==> src/hw/wdpm_map.svh <==
// offsets, field positions, reset values and timing counts of the block
`ifndef WDPM_MAP_SVH
`define WDPM_MAP_SVH

`define ADR_POWER_CTRL     8'h00
`define ADR_WD_CTRL        8'h04
`define ADR_WD_RELOAD      8'h08
`define ADR_WD_COUNT       8'h0C
`define ADR_STATUS         8'h10

`define PC_IDLE_ARM        0
`define PC_PD_ARM          1
`define PC_SLOW            4
`define PC_IDLE_SET        5
`define PC_PD_SET          6

`define WC_REFRESH         0
`define WC_START           1
`define WC_RUNNING         2
`define WC_CAUSE           3

`define WR_SEL384          7

`define RST_POWER_CTRL     8'h00
`define RST_WD_RELOAD      8'h00

`define CLK_PERIOD_NS      40
`define OSC_EXT_NS         1000000
`define OSC_EXT_CYCLES     ((`OSC_EXT_NS + `CLK_PERIOD_NS - 1) / `CLK_PERIOD_NS)
`define WD_BASE_DIV        12
`define SLOW_DIV           8
`define WD_RESET_CYCLES    16
`define HW_POWERDOWN_PIN_SEQ_CYCLES    16

`endif

==> src/hw/wdpm_pkg.sv <==
// types shared by the watchdog and power mode block
package wdpm_pkg;

    typedef struct packed {
        logic       cyc;
        logic       stb;
        logic       we;
        logic [7:0] adr;
        logic [3:0] sel;
        logic [31:0] dat;
    } wb_req_t;

    typedef struct packed {
        logic sys_reset;
        logic rc_clock_sel;
        logic cpu_clk_en;
        logic periph_clk_en;
        logic osc_stop;
        logic port_float;
    } power_out_t;

    typedef enum logic [2:0] {
        MON_HOLD,
        MON_EXTEND,
        MON_RUN,
        MON_HW_POWERDOWN_PIN_SEQ,
        MON_HW_POWERDOWN_PIN_OFF
    } mon_state_t;

endpackage

==> src/hw/watchdog_power_mode_control.sv <==
// watchdog timer, oscillator monitor and power mode control
// How it works
// - 15-bit watchdog counting at clock/24 or /384
// - two cascaded prescalers, by two and sixteen
// - software sets only top seven counter bits
// - start by bit or pin; only reset stops it
// - unrefreshed overflow starts an internal reset
// - refresh loads reload into top seven bits
// - readable flag tells watchdog or external reset
// - watchdog frozen in idle and power-down
// - slow main oscillator selects RC, holds reset
// - oscillator recovered: extend reset one millisecond
// - after power-on, same monitoring from RC clock
// - hardware power-down exit restarts through monitor
// - idle gates cpu clock, peripherals keep running
// - idle entered by 01H then 20H
// - slow-down divides all clocks by eight
// - slow-down combines with idle: 01H, 30H
// - software power-down by 02H then 40H
// - power-down left by reset or irq0 pulse
// - hardware power-down: reset, stop, float
`timescale 1ns/1ns
`include "wdpm_map.svh"

module watchdog_power_mode_control
    import wdpm_pkg::*;
#(
    parameter int OSC_EXT_CYCLES = `OSC_EXT_CYCLES,
    parameter int WD_WIDTH       = 15,
    parameter int RELOAD_WIDTH   = 7
)(
    input  wire logic        clock,
    input  wire logic        rst_n,
    input  wire wb_req_t     wb_req,
    output logic             wb_ack,
    output logic [31:0]      wb_dat_o,
    input  wire logic        watchdog_enable_pin,
    input  wire logic        hw_powerdown_pin,
    input  wire logic        ext_irq0_wake_pin,
    input  wire logic        periph_irq,
    input  wire logic        osc_below_rc,
    output power_out_t       power_out
);

    localparam int LOW_BITS = WD_WIDTH - RELOAD_WIDTH;

    logic                    ack_q;
    logic [31:0]             rdata_q;
    logic                    access;
    logic                    wr_pc;
    logic                    wr_wc;
    logic                    wr_wr;
    logic [7:0]              wdat;

    logic [7:0]              pc_q;
    logic                    idle_q;
    logic                    pd_q;
    logic                    idle_arm_q;
    logic                    pd_arm_q;
    logic                    refresh_arm_q;
    logic [RELOAD_WIDTH-1:0] reload_q;
    logic                    sel384_q;
    logic                    running_q;
    logic                    cause_q;
    logic [WD_WIDTH-1:0]     count_q;
    logic [2:0]              slow_cnt_q;
    logic                    tick;
    logic [3:0]              base_cnt_q;
    logic                    pre2_q;
    logic [3:0]              pre16_q;
    logic                    wd_inc;
    logic                    wd_ovf;
    logic                    refresh;
    logic [4:0]              wd_rst_cnt_q;
    mon_state_t              mon_q;
    logic [31:0]             mon_cnt_q;
    logic                    internal_reset;

    // bus: ack one cycle after request, write lands on the acked edge
    assign access = wb_req.cyc & wb_req.stb & ack_q;
    assign wdat   = wb_req.dat[7:0];
    assign wr_pc  = access & wb_req.we & wb_req.sel[0] & (wb_req.adr == `ADR_POWER_CTRL);
    assign wr_wc  = access & wb_req.we & wb_req.sel[0] & (wb_req.adr == `ADR_WD_CTRL);
    assign wr_wr  = access & wb_req.we & wb_req.sel[0] & (wb_req.adr == `ADR_WD_RELOAD);
    assign wb_ack = ack_q;
    assign wb_dat_o = rdata_q;

    always_ff @(posedge clock)
    begin
        if (!rst_n)
        begin
            ack_q <= 1'b0;
        end
        else
        begin
            ack_q <= wb_req.cyc & wb_req.stb & ~ack_q;
        end
    end

    always_ff @(posedge clock)
    begin
        if (!rst_n)
        begin
            rdata_q <= 32'h0000_0000;
        end
        else if (wb_req.cyc & wb_req.stb & ~ack_q)
        begin
            if (wb_req.adr == `ADR_POWER_CTRL)
                rdata_q <= {24'h00_0000, pc_q};
            else if (wb_req.adr == `ADR_WD_CTRL)
                rdata_q <= {28'h000_0000, cause_q, running_q, 2'b00};
            else if (wb_req.adr == `ADR_WD_RELOAD)
                rdata_q <= {24'h00_0000, sel384_q, reload_q};
            else if (wb_req.adr == `ADR_WD_COUNT)
                rdata_q <= {17'h0_0000, count_q};
            else if (wb_req.adr == `ADR_STATUS)
                rdata_q <= {25'h000_0000, pd_q, idle_q, 2'b00, 3'(mon_q)};
            else
                rdata_q <= 32'h0000_0000;
        end
    end

    // internal reset: watchdog overflow pulse or monitor not running
    assign internal_reset = (mon_q != MON_RUN) | (wd_rst_cnt_q != 5'h00);

    // power control register and two-step mode entry
    always_ff @(posedge clock)
    begin
        if (!rst_n || internal_reset)
        begin
            pc_q       <= `RST_POWER_CTRL;
            idle_arm_q <= 1'b0;
            pd_arm_q   <= 1'b0;
        end
        else if (access)
        begin
            if (wr_pc)
                pc_q <= wdat;
            // arming survives only into the very next access
            idle_arm_q <= wr_pc & wdat[`PC_IDLE_ARM];
            pd_arm_q   <= wr_pc & wdat[`PC_PD_ARM];
        end
    end

    always_ff @(posedge clock)
    begin
        if (!rst_n || internal_reset)
        begin
            idle_q <= 1'b0;
        end
        else if (wr_pc & idle_arm_q & wdat[`PC_IDLE_SET])
        begin
            idle_q <= 1'b1;
        end
        else if (periph_irq)
        begin
            idle_q <= 1'b0;
        end
    end

    always_ff @(posedge clock)
    begin
        if (!rst_n || internal_reset)
        begin
            pd_q <= 1'b0;
        end
        else if (wr_pc & pd_arm_q & wdat[`PC_PD_SET])
        begin
            pd_q <= 1'b1;
        end
        else if (!ext_irq0_wake_pin)
        begin
            pd_q <= 1'b0;
        end
    end

    always_ff @(posedge clock)
    begin
        if (!rst_n)
        begin
            slow_cnt_q <= 3'h0;
        end
        else
        begin
            slow_cnt_q <= slow_cnt_q + 3'h1;
        end
    end

    assign tick = pc_q[`PC_SLOW] ? (slow_cnt_q == 3'(`SLOW_DIV - 1)) : 1'b1;

    // base divider then by two, then by sixteen
    always_ff @(posedge clock)
    begin
        if (!rst_n)
        begin
            base_cnt_q <= 4'h0;
            pre2_q     <= 1'b0;
            pre16_q    <= 4'h0;
        end
        else if (tick & ~idle_q & ~pd_q & (mon_q == MON_RUN))
        begin
            if (base_cnt_q == 4'(`WD_BASE_DIV - 1))
            begin
                base_cnt_q <= 4'h0;
                pre2_q     <= ~pre2_q;
                if (pre2_q)
                    pre16_q <= pre16_q + 4'h1;
            end
            else
            begin
                base_cnt_q <= base_cnt_q + 4'h1;
            end
        end
    end

    // one count per 24 or per 384 clocks
    // frozen while idle or powered down
    assign wd_inc = running_q & tick & ~idle_q & ~pd_q & (mon_q == MON_RUN)
                  & (base_cnt_q == 4'(`WD_BASE_DIV - 1)) & pre2_q
                  & (~sel384_q | (pre16_q == 4'hF));
    assign wd_ovf = wd_inc & (&count_q);

    // start write right after refresh write
    assign refresh = wr_wc & refresh_arm_q & wdat[`WC_START];

    always_ff @(posedge clock)
    begin
        if (!rst_n)
        begin
            refresh_arm_q <= 1'b0;
        end
        // any other access in between cancels
        else if (access)
        begin
            refresh_arm_q <= wr_wc & wdat[`WC_REFRESH] & running_q;
        end
    end

    // only top seven bits programmable, via reload
    always_ff @(posedge clock)
    begin
        if (!rst_n)
        begin
            reload_q <= RELOAD_WIDTH'(`RST_WD_RELOAD);
            sel384_q <= 1'b0;
        end
        else if (wr_wr)
        begin
            reload_q <= wdat[RELOAD_WIDTH-1:0];
            sel384_q <= wdat[`WR_SEL384];
        end
    end

    // started by bit or pin, cleared only by reset
    always_ff @(posedge clock)
    begin
        if (!rst_n || internal_reset)
        begin
            running_q <= 1'b0;
        end
        else if ((wr_wc & wdat[`WC_START]) | watchdog_enable_pin)
        begin
            running_q <= 1'b1;
        end
    end

    always_ff @(posedge clock)
    begin
        if (!rst_n || !running_q)
        begin
            count_q <= '0;
        end
        // refresh loads reload, low bits cleared
        else if (refresh)
        begin
            count_q <= {reload_q, LOW_BITS'(0)};
        end
        else if (wd_inc)
        begin
            count_q <= count_q + WD_WIDTH'(1);
        end
    end

    always_ff @(posedge clock)
    begin
        if (!rst_n)
        begin
            wd_rst_cnt_q <= 5'h00;
        end
        else if (wd_ovf)
        begin
            wd_rst_cnt_q <= 5'(`WD_RESET_CYCLES);
        end
        else if (wd_rst_cnt_q != 5'h00)
        begin
            wd_rst_cnt_q <= wd_rst_cnt_q - 5'h01;
        end
    end

    // cause flag, external reset clears it
    always_ff @(posedge clock)
    begin
        if (!rst_n)
        begin
            cause_q <= 1'b0;
        end
        else if (wd_ovf)
        begin
            cause_q <= 1'b1;
        end
        else if (mon_q == MON_HOLD)
        begin
            cause_q <= 1'b0;
        end
    end

    // power-on starts held, same as a failure
    always_ff @(posedge clock)
    begin
        if (!rst_n)
        begin
            mon_q     <= MON_HOLD;
            mon_cnt_q <= 32'h0000_0000;
        end
        else
        begin
            case (mon_q)
                MON_HOLD:
                begin
                    mon_cnt_q <= 32'h0000_0000;
                    if (!hw_powerdown_pin)
                        mon_q <= MON_HW_POWERDOWN_PIN_SEQ;
                    else if (!osc_below_rc)
                        mon_q <= MON_EXTEND;
                end
                MON_EXTEND:
                begin
                    mon_cnt_q <= mon_cnt_q + 32'h0000_0001;
                    if (!hw_powerdown_pin)
                    begin
                        mon_q     <= MON_HW_POWERDOWN_PIN_SEQ;
                        mon_cnt_q <= 32'h0000_0000;
                    end
                    else if (osc_below_rc)
                        mon_q <= MON_HOLD;
                    else if (mon_cnt_q == 32'(OSC_EXT_CYCLES - 1))
                        mon_q <= MON_RUN;
                end
                MON_RUN:
                begin
                    mon_cnt_q <= 32'h0000_0000;
                    if (!hw_powerdown_pin)
                        mon_q <= MON_HW_POWERDOWN_PIN_SEQ;
                    else if (osc_below_rc)
                        mon_q <= MON_HOLD;
                end
                MON_HW_POWERDOWN_PIN_SEQ:
                begin
                    mon_cnt_q <= mon_cnt_q + 32'h0000_0001;
                    if (mon_cnt_q == 32'(`HW_POWERDOWN_PIN_SEQ_CYCLES - 1))
                        mon_q <= MON_HW_POWERDOWN_PIN_OFF;
                end
                MON_HW_POWERDOWN_PIN_OFF:
                begin
                    mon_cnt_q <= 32'h0000_0000;
                    if (hw_powerdown_pin)
                        mon_q <= MON_HOLD;
                end
                default:
                begin
                    mon_q     <= MON_HOLD;
                    mon_cnt_q <= 32'h0000_0000;
                end
            endcase
        end
    end

    // cpu gated in idle, peripherals still ticking
    always_comb
    begin
        power_out.sys_reset     = internal_reset;
        power_out.rc_clock_sel  = (mon_q != MON_RUN);
        power_out.cpu_clk_en    = tick & ~idle_q & ~pd_q & ~internal_reset;
        power_out.periph_clk_en = tick & ~pd_q & ~internal_reset;
        power_out.osc_stop      = pd_q | (mon_q == MON_HW_POWERDOWN_PIN_OFF);
        power_out.port_float    = (mon_q == MON_HW_POWERDOWN_PIN_OFF);
    end

endmodule

==> config.mk <==
export PLATFORM = sky130hd
export DESIGN_NAME = watchdog_power_mode_control
export DESIGN_NICKNAME = d
export VERILOG_FILES = /design/src/hw/wdpm_pkg.sv /design/src/hw/watchdog_power_mode_control.sv
export VERILOG_INCLUDE_DIRS = /design/src /design/src/hw
export SDC_FILE = /design/constraint.sdc
export NUM_CORES = 1
export LEC_CHECK = 0
export ABC_AREA = 1
export BUFFER_PORTS_ARGS = -buffer_cell sky130_fd_sc_hd__buf_2
export CORE_AREA = 10 10 149 151
export DETAILED_ROUTE_END_ITERATION = 6
export DIE_AREA = 0 0 159 161
export GPL_TIMING_DRIVEN = 0
export SLEW_MARGIN = 20
export SYNTH_ARGS = -nofsm -noshare
export SYNTH_HDL_FRONTEND = slang
export SYNTH_SLANG_ARGS = --single-unit
==> constraint.sdc <==
create_clock -name clock -period 1.89 [get_ports clock]
set_clock_uncertainty 0.2 [all_clocks]
set_input_delay 0.2835 -clock clock [delete_from_list [all_inputs] [get_ports clock]]
set_output_delay 0.2835 -clock clock [all_outputs]
set_load 0.02 [all_outputs]
Yosys cells after proc, flatten, opt, wreduce, memory -nomap -nowiden
Index checks and enable logic that the tools add are counted.
{"block": "op_classes", "n_mux": 29, "reduce_logical": 18, "bitwise": 44, "add_sub_neg": 6, "n_eq_ne": 20}
{"cell": "2-to-1 mux 15 bit", "n": 6}
{"cell": "one-hot mux 32 bit (2 select lines)", "n": 1}
{"cell": "bitwise AND 1 bit", "n": 33}
{"cell": "adder 32 x 1 -> 32 bit, second input constant", "n": 1}
{"cell": "equality test 32 x 15 -> 1 bit, second input constant", "n": 1}
{"cell": "equality test 32 x 4 -> 1 bit, second input constant", "n": 1}
{"cell": "2-to-1 mux 32 bit", "n": 1}
{"cell": "2-to-1 mux 3 bit", "n": 9}
{"cell": "equality test 8 x 4 -> 1 bit, second input constant", "n": 2}
{"cell": "adder 15 x 1 -> 15 bit, second input constant", "n": 1}
{"cell": "one-hot mux 3 bit (5 select lines)", "n": 1}
{"cell": "AND reduction 15 bit", "n": 1}
{"cell": "2-to-1 mux 5 bit", "n": 2}
{"cell": "adder 4 x 1 -> 4 bit, second input constant", "n": 2}
{"cell": "equality test 4 bit, second input constant", "n": 2}
{"cell": "equality test 8 x 3 -> 1 bit, second input constant", "n": 1}
{"cell": "equality test 8 x 5 -> 1 bit, second input constant", "n": 1}
{"cell": "zero test 8 bit", "n": 1}
{"cell": "nonzero test 2 bit", "n": 4}
{"cell": "2-to-1 mux 1 bit", "n": 7}
{"cell": "2-to-1 mux 7 bit", "n": 1}
{"cell": "NOT 1 bit", "n": 7}
{"cell": "equality test 3 x 2 -> 1 bit, second input constant", "n": 2}
{"cell": "equality test 3 bit, second input constant", "n": 2}
{"cell": "other kinds (18)", "n": 27}
{"block": "word_totals", "register_bits": 123, "output_inout_bits": 39, "word_cells": 139}

Logic depth before layout (Yosys ltp)
Gate-level depths: netlist of run 1.
{"block": "depth", "ltp_word": 11, "mapped_depth": 14, "mapped_depth_nobuf": 14}

Worst setup path after synthesis of run 1
Ideal clock, no wire load.
{"block": "synth_timing", "kind": "reg2reg", "from": "register slow_cnt_q[0]", "to": "register count_q[14]", "setup_time_ps": 115, "synth_period_minus_slack_ps": 1936, "t_arrival_ps": 1620, "path_slack_ps": -46, "path_stages_with_launch": 15, "cell_sequence": "dfxtp_1 ha_1 ha_1 inv_1 nand2_1 nand3_2 nor2_4 nand2_4 nor2_4 nand2_2 buf_6 nand3_2 nand2_1 nor2_1 nor2_1"}
{"block": "synth_between", "elab_chain_cells": 10}
{"element": "start, declared", "line_no": "watchdog_power_mode_control.sv:66", "source": "logic [2:0] slow_cnt_q;"}
{"element": "start signal, assigned", "line_no": "watchdog_power_mode_control.sv:185", "source": "slow_cnt_q <= slow_cnt_q + 3'h1;"}
{"element": "equality test 3 bit", "line_no": "watchdog_power_mode_control.sv:189", "source": "assign tick = pc_q[`PC_SLOW] ? (slow_cnt_q == 3'(`SLOW_DIV - 1)) : 1'b1;"}
{"element": "2-to-1 mux 1 bit", "line_no": "watchdog_power_mode_control.sv:189"}
{"element": "bitwise AND 1 bit (7 in a row)", "line_no": "watchdog_power_mode_control.sv:218", "source": "assign wd_inc = running_q & tick & ~idle_q & ~pd_q & (mon_q == MON_RUN)"}
{"element": "nonzero test 2 bit (no source line)"}
{"element": "end signal, assigned", "line_no": "watchdog_power_mode_control.sv:276", "source": "count_q <= {reload_q, LOW_BITS'(0)};"}
{"element": "end signal, assigned", "line_no": "watchdog_power_mode_control.sv:280", "source": "count_q <= count_q + WD_WIDTH'(1);"}
{"element": "end, declared", "line_no": "watchdog_power_mode_control.sv:65", "source": "logic [WD_WIDTH-1:0] count_q;"}
No other way between the ends.
A chain may end at the register's enable or synchronous reset.

==> impl_metrics.csv, run 1 <==
group,metric,value,unit
status,outcome,"complete, but fails checks",
status,violations,"setup timing",
logic_synthesis,syn-cell-area,5690,um^2
global_route,first_global_vias,5120,
logic_synthesis,seq_area_frac_synth,37.3,%
cts,cts.path.max_buffers,2,
detailed_routing,firstDrtPassIters,5,
logic_synthesis,yosys.area_share.xor_xnor,1.54,%
logic_synthesis,synth_fa_ha_area_share,1.76,%
critical_path,r2r-end,"count_q[10]",
logic_synthesis,muxShareOfSynthArea,0,%
placement,dp.cells,1173,
critical_path,reg2reg_depth,15,
layout,mostFrequentLayoutCells,"nand2_1 (158), nor2_1 (123), inv_1 (101), dfxtp_1 (84), buf_4 (57)",
critical_path,end_kind,"output pin",
placement,hpwl,12200,um
cts,worstSkewPairLatency,360,ps
critical_path,timing.rr.start,"slow_cnt_q[0]",
min_path,hp-start,"wb_req[2]",
critical_path,critPathKind,"reg -> out",
placement,place_area,6350,um^2
detailed_routing,vias,5600,
logic_synthesis,synth_compound_area_share,11.4,%
timing,setup_ws,-118,ps
critical_path,cp_max_fo,3,
timing,timing.hold.ws,1.75,ps
timing,finalSetupTns,-604,ps
logic_synthesis,ys.flop_type,"dfxtp_1",
die,die_y,161,um
global_route,overflow,0,
die,rows,51,
logic_synthesis,yosysUniqueCellTypes,42,
layout,insertedDiodeCount,0,
logic_synthesis,synth_top_family_by_area,"simple AND/OR/NAND/NOR gates",
critical_path,arrival,1520,ps
pwr,power_leakage,3.09,nW
pwr,p_total,5.93,mW
layout,nFillCells,2030,
detailed_routing,drc,0,
critical_path,cp-start-kind,"flip-flop",
logic_synthesis,synth-simple-area-share,36.9,%
min_path,hold_end,"reload_q[2]",
layout,nets,1021,
timing,period_needed,2010,ps
die,design.portCount,93,
logic_synthesis,yosys_warnings,0,
global_route,grt_max_degree,17,
die,coreArea,19200,um^2
pwr,irDropWorstVdd,0.000501,V
placement,io_buffer_count,47,
timing,hold_viol,0,
die,die_w,159,um
logic_synthesis,synthCells,845,
critical_path,r2r_setup_slack,-80,ps
logic_synthesis,syn_avg_cell_area,6.73,um^2
logic_synthesis,synthArstFlopShare,0,%
timing,relSlewSlack,53.5,%
layout,area_growth,29.8,%
timing,rsz0062_at_grt,"true",
global_route,gr-usage-all-layers,12.4,%
pwr,p_per_area,803,nW/um^2
logic_synthesis,synth_edf_count,0,
timing,tightest_slew,697,ps
logic_synthesis,netlist.area_leader.share,37.3,%
cts,htreeDepth,3,
die,initial_core_util,29.6,%
layout,final_cells,1229,
global_route,grt_pass1_wl,26100,um
die,die_area,25600,um^2
logic_synthesis,yosys.area.top_type,"dfxtp_1",
run,cap_violations,0,
timing,fin_crit_sh,106,%
global_route,antenna_found_initial,0,
layout,mostFrequentLayoutCell,"nand2_1",
cts,clk_pin_slew,70,ps
placement,gp_congestion,0.885,
timing,fmax,498,MHz
detailed_routing,via_per_inst,4.56,
detailed_routing,drt_iter0_drc,307,
min_path,min_path_type,"in -> reg",
timing,setup_viol,8,
logic_synthesis,synth_area_leaders,"dfxtp_1 (37%), nand2_1 (11%), nor2_1 (8.6%), inv_1 (7.1%), nand3_1 (5.4%)",
layout,multi_input_area,3360,um^2
detailed_routing,antenna_left,0,
cts,cts_tree,"done",
cts,root_buffer,"clkbuf_16",
layout,regArea,2160,um^2
min_path,hold_depth,3,
detailed_routing,wl_per_cell,13.5,um
cts,cts_buffers,9,
timing,finalMaxSlewViolations,0,
logic_synthesis,postSynthRegisterBits,106,
cts,cts.sinks,106,
layout,final_area,7380,um^2
detailed_routing,drt_wl_total,16500,um
layout,drive_gt1_share,25.4,%
critical_path,worstPathRequired,1410,ps
==> area by class of cell <==
cell class / instances / share of cell area, %
buffer: 31 / 2.98
clock buffer: 11 / 3.15
clock inverter: 5 / 0.746
inverter: 114 / 5.88
multi-input combinational: 610 / 45.6
sequential: 106 / 29.3
tap: 265 / 4.49
timing repair buffer: 87 / 7.87
==> stage by stage <==
| step | setup WS (ps) | utilization [%] |
|---|---|---|
| final | -118 | 38.4 |
| after global routing | -208 | 38.4 |
| after CTS | -145 | 36.4 |
| after detailed placement | -296 | 33.1 |
| after global placement | -366 | 33.1 |
| after floorplan | -8.84 | - |
==> cells by family (layout without fill, tap and decap cells) <==
group | after synthesis | count (layout)
DFF | 106 | 106
xor gates and xnor gates | 10 | 10
other | 1 | 17
buffers and inverters | 145 | 248
AOI/OAI and AO/OA | 118 | 118
adders and majority gates | 8 | 8
and+or+nand+nor | 457 | 457
==> synthesized netlist by cell type, types with 3 or more instances <==
library cell,count
inv_1,107
o31ai_1,7
nand4_1,20
nand2_2,7
o21ai_0,43
nor2_1,131
nor3_1,40
nand2_1,165
buf_2,3
a211oi_1,4
a31oi_1,3
dfxtp_1,106
inv_2,6
buf_4,19
xnor2_1,3
ha_1,8
xor2_1,7
clkbuf_1,7
or2_2,4
a41oi_1,3
nand3_1,61
a21oi_1,50
nor2_2,9
nand2_4,3
nand3_2,3
nor2_4,6
==> report_power, final <==
part	internal [mW]	switching [mW]
sequential	2.36	0.137
combinational	0.650	0.868
clock	1.03	0.883
total	4.04	1.89
==> worst max-delay path by stage <==
stage                    startpoint      endpoint  slack (ps)
CTS                 wd_rst_cnt_q[1]  power_out[3]        -150
finish                slow_cnt_q[0]  power_out[3]        -120
global placement         wb_req[43]   wb_dat_o[0]        -370
detailed placement       wb_req[43]   wb_dat_o[0]        -300
floorplan             slow_cnt_q[1]   count_q[14]          -9
global route        wd_rst_cnt_q[3]  power_out[3]        -210
==> flip-flops by register name, summed over array words and instances, names as in the netlist, 3 cells and up <==
| name | count |
|---|---|
| mon_cnt_q | 32 |
| count_q | 15 |
| wb_dat_o | 15 |
| pc_q | 8 |
| reload_q | 7 |
| wd_rst_cnt_q | 5 |
| base_cnt_q | 4 |
| pre16_q | 4 |
| mon_q | 3 |
| slow_cnt_q | 3 |
==> critical path: stages (launching register included) <==
cell and delay (ps):
dfxtp_2 350, ha_4 130, ha_4 110, inv_2 40, nand2_4 60, nand3_4 100, buf_4 160, nor2_1 80
buf_4 150
==> per-layer routing <==
| layer | GRT usage (%) | share of wire [%] | up-vias |
|---|---|---|---|
| li1 | - | - | 2940 |
| met1 | 15.6 | 46 | 2521 |
| met2 | 20.6 | 48 | 124 |
| met3 | 3.00 | 4.7 | 15 |
| met4 | 3.50 | 1.3 | 0 |
| met5 | 0 | 0 | - |
==> timing repair <==
action,CTS,global route
pin swaps,16,19
cloned,1,0
resized for setup,59,66
hold buffers,0,0
buffers inserted,15,24
setup endpoints to repair,54,54
(Power assumes the default switching activity.)
==> run 2, diff against run 1 <==
--- a/config.mk
+++ b/config.mk
@@ -9,6 +9,7 @@
 export ABC_AREA = 1
 export BUFFER_PORTS_ARGS = -buffer_cell sky130_fd_sc_hd__buf_2
 export CORE_AREA = 10 10 149 151
+export CTS_BUF_LIST = sky130_fd_sc_hd__clkbuf_8
 export DETAILED_ROUTE_END_ITERATION = 6
 export DIE_AREA = 0 0 159 161
 export GPL_TIMING_DRIVEN = 0
==> run 2 against run 1 <==
Compared with the run above:
- the run still ends with setup timing left
- count of clock-buffer cells in the layout shrank 2
- global-route usage shrank 0.079 points
- critical path depth shrank 2
- first-iteration DRC count grew 19%
- non-clock buffer count grew 2
- flip-flop and latch count is the same
- fmax shrank 1.8%
- final cell count grew 0.16%
- clock power shrank 25%
- sequential power is essentially flat
- die area is the same
- critical path type unchanged
- largest cell class unchanged
- highest routed layer unchanged
==> impl_metrics.csv, run 2 (synthesis gave the netlist of run 1 again) <==
group,metric,value,unit
status,outcome,"complete, but fails checks",
status,violations,"setup timing",
timing,setup_ws,-154,ps
cts,cts.path.max_buffers,2,
timing,fmax,489,MHz
detailed_routing,drc,0,
global_route,grt_pass1_wl,26000,um
placement,hpwl,12200,um
die,die_w,159,um
timing,hold_viol,0,
detailed_routing,drt_wl_total,16400,um
layout,final_cells,1231,
pwr,power_leakage,3.07,nW
critical_path,r2r-end,"count_q[3]",
cts,cts_buffers,9,
die,die_y,161,um
critical_path,reg2reg_depth,12,
detailed_routing,drt_iter0_drc,364,
layout,nets,1023,
global_route,antenna_found_initial,0,
cts,clk_pin_slew,110,ps
detailed_routing,via_per_inst,4.55,
layout,largest_register,"mon_cnt_q",
layout,mostFrequentLayoutCells,"nand2_1 (157), nor2_1 (121), inv_1 (103), dfxtp_1 (84), nand3_1 (49)",
pwr,p_total,5.38,mW
die,rows,51,
global_route,met2_usage,20.5,%
layout,area_growth,28.9,%
layout,mostFrequentLayoutCell,"nand2_1",
placement,io_buffer_count,47,
die,coreArea,19200,um^2
timing,setup_viol,16,
placement,dp.cells,1173,
min_path,min_path_type,"in -> reg",
critical_path,cp-start-kind,"flip-flop",
timing,period_needed,2040,ps
cts,cts.sinks,106,
run,cap_violations,0,
timing,relSlewSlack,56.3,%
layout,utilization,38.2,%
cts,htreeDepth,3,
timing,fin_crit_sh,108,%
critical_path,r2r_setup_slack,-130,ps
pwr,irDropWorstVdd,0.000455,V
detailed_routing,antenna_left,0,
detailed_routing,vias,5598,
global_route,grt_max_degree,17,
critical_path,arrival,1560,ps
timing,finalMaxSlewViolations,0,
critical_path,timing.rr.start,"slow_cnt_q[0]",
cts,worstSkewPairLatency,390,ps
critical_path,cp_max_fo,4,
detailed_routing,wl_per_cell,13.3,um
timing,rsz0062_at_grt,"true",
global_route,use_met1,15.7,%
die,die_area,25600,um^2
detailed_routing,firstDrtPassIters,5,
global_route,grtUsageMet3,2.90,%
die,initial_core_util,29.6,%
pwr,p_per_area,734,nW/um^2
critical_path,worstPathRequired,1410,ps
global_route,overflow,0,
critical_path,end_kind,"output pin",
die,design.portCount,93,
cts,cts_tree,"done",
critical_path,critical_path.endpoint,"power_out[3]",
global_route,gr-usage-all-layers,12.3,%
layout,drive_gt1_share,25.1,%
global_route,top_usage_layer,"met2",
critical_path,crit_start,"wd_rst_cnt_q[3]",
layout,insertedDiodeCount,0,
layout,largest_register_ff_count,32,
timing,tightest_slew,655,ps
global_route,first_global_vias,5066,
cts,root_buffer,"clkbuf_8",
placement,gp_congestion,0.885,
timing,timing.hold.ws,30.4,ps
placement,place_ws,-296,ps
critical_path,critPathKind,"reg -> out",
## run 2: cell count changes in the layout (fill, tap and decap cells not counted), sizes merged
cell	before	now
inv	112	115
buf	111	103
clkinvlp	3	2
dlygate4sd3	0	9
clkbuf	18	17
## run 2: area by class of cell
cell class | instances | area [um^2]
Sequential cell | 106 | 2160
Timing Repair Buffer | 89 | 626
Fill cell | 2040 | 11900
Multi-Input combinational cell | 610 | 3370
Inverter | 114 | 430
Tap cell | 265 | 332
Clock inverter | 7 | 62.6
Buffer | 31 | 220
Clock buffer | 9 | 124
## run 2: worst min-delay path by stage
| stage | startpoint | endpoint | slack [ps] | cells after the start |
|---|---|---|---|---|
| after floorplan | slow_cnt_q[0] | slow_cnt_q[0] | 210 | 1 |
| after global placement | slow_cnt_q[0] | slow_cnt_q[0] | 210 | 1 |
| after detailed placement | slow_cnt_q[0] | slow_cnt_q[0] | 220 | 1 |
| after CTS | rst_n | wb_dat_o[1] | 20 | 3 |
| after global routing | wb_req[1] | running_q | 40 | 3 |
| final | rst_n | base_cnt_q[0] | 30 | 3 |
## run 2: timing repair
action	in CTS	in global routing
hold buffers	9	0
resized for setup	64	69
hold endpoints to repair	16	0
pin swaps	16	28
setup buffers	13	19
cloned	1	0
endpoints found under the setup margin	55	61
## run 2: metrics by stage
stage,cell area (um^2),setup TNS [ps]
4_1_cts,6980,-936
6_report,7330,-1270
2_1_floorplan,5780,-8.84
3_5_place_dp,6350,-7880
3_3_place_gp,6350,-7470
5_1_grt,7330,-3570
## run 2: power by group
| group | switching, mW | leakage, nW | internal, mW |
|---|---|---|---|
| clock | 0.825 | 0.0976 | 0.600 |
| combinational | 0.851 | 2.11 | 0.604 |
| sequential | 0.132 | 0.869 | 2.37 |
## run 2: worst max-delay path, cell delays in order (launching register included)
cell and delay [ps]:
dfxtp_2 360, nor2_4 120, inv_2 60, nor3_4 240, nand2_4 110, nor2_1 120
buf_4 150
## run 2: routing by layer
metal / up-vias / share of wire [%]
met5: - / 0
li1: 2940 / -
met4: 0 / 1.1
met3: 14 / 4.7
met2: 105 / 48
met1: 2539 / 46
==> run 3, diff against run 2 <==
--- a/config.mk
+++ b/config.mk
@@ -6,12 +6,11 @@
 export SDC_FILE = /design/constraint.sdc
 export NUM_CORES = 1
 export LEC_CHECK = 0
-export ABC_AREA = 1
 export BUFFER_PORTS_ARGS = -buffer_cell sky130_fd_sc_hd__buf_2
-export CORE_AREA = 10 10 149 151
+export CORE_AREA = 10 10 144 146
 export CTS_BUF_LIST = sky130_fd_sc_hd__clkbuf_8
 export DETAILED_ROUTE_END_ITERATION = 6
-export DIE_AREA = 0 0 159 161
+export DIE_AREA = 0 0 154 156
 export GPL_TIMING_DRIVEN = 0
 export SLEW_MARGIN = 20
 export SYNTH_ARGS = -nofsm -noshare
==> run 3 against run 2 <==
Compared with the run above:
- worst hold slack better by 71 ps
- fmax is 6.9% lower
- largest power group unchanged
- sequential share of layout area up 1.0 points
- the flow still finishes with violations (setup timing)
- synthesized cell count down 29%
==> impl_metrics.csv, run 3 <==
group,metric,value,unit
die,coreArea,17800,um^2
pwr,internal_power,3.56,mW
pwr,switching_share,29.0,%
logic_synthesis,ys_top_cells_by_count,"dfxtp_1 (106), nor2_1 (73), nand2_1 (43), nor2b_1 (28), xnor2_1 (26)",
timing,setup_ws,-306,ps
critical_path,cp_common_cell,"inv_2",
global_route,first_global_vias,4534,
global_route,overflow,0,
cts,clk_pin_slew,110,ps
critical_path,end_kind,"output pin",
timing,tightest_slew,592,ps
logic_synthesis,synth_edf_count,0,
critical_path,cp_max_fo,3,
logic_synthesis,ys.flop_type,"dfxtp_1",
detailed_routing,drc,0,
layout,insertedDiodeCount,0,
critical_path,cp-start-kind,"flip-flop",
pwr,power_leakage,2.77,nW
run,cap_violations,0,
global_route,grt_max_degree,20,
critical_path,timing.critical_path.cells,"inv_2 -> ha_4 -> nand3b_1 -> nor2_4 -> inv_2 -> nor4_4 -> buf_4",
timing,rsz0062_at_grt,"true",
timing,period_needed,2200,ps
pwr,irDropWorstVdd,0.000421,V
pwr,power_frac_clock,32.7,%
critical_path,worstPathRequired,1410,ps
logic_synthesis,seq_area_frac_synth,40.4,%
detailed_routing,drt_wl_total,14800,um
cts,worstSkewPairLatency,400,ps
global_route,antenna_found_initial,0,
critical_path,critPathKind,"reg -> out",
logic_synthesis,synth.most_common_cell,"dfxtp_1",
pwr,seq_power_share,47.6,%
detailed_routing,vias,4666,
status,outcome,"complete, but fails checks",
die,rows,49,
placement,place_ws,-568,ps
die,initial_core_util,29.4,%
timing,hold_viol,0,
logic_synthesis,netlist.area_leader.share,40.4,%
critical_path,crit_path_max_incr_delay,340,ps
critical_path,reg2reg_depth,9,
timing,relSlewSlack,60.5,%
logic_synthesis,yosys.area.top_type,"dfxtp_1",
logic_synthesis,synth_area_leaders,"dfxtp_1 (40%), nor2_1 (5.2%), xnor2_1 (4.3%), xor2_1 (4.0%), mux2i_1 (3.6%)",
status,violations,"setup timing",
timing,fmax,455,MHz
layout,largest_register_ff_count,32,
cts,cts.sinks,106,
logic_synthesis,yosysUniqueCellTypes,60,
detailed_routing,via_per_inst,4.88,
timing,fin_crit_sh,116,%
cts,cts_tree,"done",
timing,setup_viol,28,
layout,utilization,40.3,%
detailed_routing,drt_iter0_drc,268,
placement,gp_congestion,0.862,
die,die_w,154,um
min_path,min_path_type,"in -> reg",
pwr,switchingPower,1.45,mW
layout,area_growth,36.8,%
logic_synthesis,postSynthRegisterBits,106,
layout,nets,785,
detailed_routing,antenna_left,0,
logic_synthesis,syn-cell-area,5250,um^2
die,die_y,156,um
global_route,grt_pass1_wl,24000,um
die,design.portCount,93,
cts,cts_buffers,9,
logic_synthesis,yosys_warnings,0,
placement,hpwl,10700,um
cts,htreeDepth,3,
cts,root_buffer,"clkbuf_8",
logic_synthesis,synthArstFlopShare,0,%
cts,cts.path.max_buffers,2,
global_route,gr-usage-all-layers,12.2,%
min_path,hold_depth,4,
placement,io_buffer_count,46,
critical_path,slowest_stage,"dfxtp_2",
logic_synthesis,syn_avg_cell_area,8.75,um^2
critical_path,arrival,1710,ps
timing,timing.hold.ws,101,ps
layout,mostFrequentLayoutCells,"nor2_1 (70), dfxtp_1 (70), buf_4 (55), buf_2 (44), nand2_1 (41)",
detailed_routing,wl_per_cell,15.5,um
logic_synthesis,synthCells,600,
layout,largest_register,"mon_cnt_q",
layout,drive_gt1_share,34.5,%
timing,finalMaxSlewViolations,0,
pwr,p_per_area,697,nW/um^2
die,die_area,24000,um^2
detailed_routing,firstDrtPassIters,5,
pwr,comb_power_share,19.7,%
-- run 3: changes by cell type after synthesis, sizes merged, moves of 23 or more --
cell / delta
nor3: -24
nor2: -74
nand2: -132
a21oi: -39
xnor2: +23
nor2b: +28
o21ai: -28
inv: -103
nand3: -38
-- run 3: per-layer routing --
layer / routed length, um / vias to the layer above / GRT usage [%]
met3: 885 / 10 / 3.39
met2: 7390 / 107 / 20.6
li1: - / 2330 / -
met4: 167 / 0 / 3.24
met1: 6390 / 2219 / 14.8
met5: 0 / - / 0
-- run 3: timing repair --
action,in CTS,in global routing
resized for setup,98,60
cloned,2,0
pin swaps,37,22
setup buffers,29,13
endpoints found under the setup margin,95,95
endpoints found under the hold margin,21,0
hold buffers,11,0
-- run 3: worst max-delay path: cells and delay by family (launching register included) --
family                     cells  cell delay, ps
adders and majority gates      1             130
DFF                            1             340
buffers and inverters          3             330
and+or+nand+nor                3             510
-- run 3: cell type report --
| class | count | area (um^2) |
|---|---|---|
| fillers | 1774 | 10700 |
| multi-input cells | 455 | 3420 |
| flip-flops and latches | 106 | 2200 |
| repair buffers | 101 | 738 |
| well taps | 229 | 287 |
| plain buffers | 40 | 267 |
| clock buffers | 9 | 124 |
| clock inverters | 7 | 110 |
| inverters | 10 | 40.0 |
-- run 3: metrics by stage --
step | instance area (um^2) | TNS, ps | std cells | power, mW
6_report | 7180 | -2940 | 957 | 5.01
5_1_grt | 7180 | -5020 | 957 | 5.27
4_1_cts | 6890 | -4150 | 944 | 4.98
3_5_place_dp | 5960 | -26320 | 891 | 3.14
3_3_place_gp | 5960 | -25190 | 891 | 3.13
2_1_floorplan | 5440 | -648 | 616 | 2.95
-- run 3: cells by family (layout without fill, tap and decap cells) --
| group | count (synthesis) | after routing | share of synthesized area [%] |
|---|---|---|---|
| AND/OR/NAND/NOR | 289 | 289 | 30.1 |
| flip-flops | 106 | 106 | 40.4 |
| AO/OA/AOI/OAI | 67 | 67 | 8.63 |
| buffers and inverters | 55 | 167 | 5.67 |
| XOR/XNOR | 50 | 50 | 8.34 |
| multiplexers | 24 | 24 | 4.91 |
| adder cells (fa/ha/maj) | 8 | 8 | 1.91 |
| other | 1 | 17 | 0.0714 |
-- run 3: power groups by stage --
stage / clock network [mW] / registers, mW / logic, mW
after CTS: 1.69 / 2.39 / 0.901
after global routing: 1.79 / 2.39 / 1.08
final: 1.64 / 2.38 / 0.987
after detailed placement: 0 / 2.41 / 0.726
after global placement: 0 / 2.41 / 0.720
after floorplan: 0 / 2.41 / 0.543
-- run 3: path summary, 6_finish.rpt --
kind / slack, ps / startpoint / endpoint
setup / recovery: -310 / wd_rst_cnt_q[1] / power_out[3]
setup reg to reg: -200 / slow_cnt_q[0] / count_q[9]
hold / removal: 100 / osc_below_rc / mon_q[1]
hold reg to reg: 270 / idle_arm_q / idle_arm_q
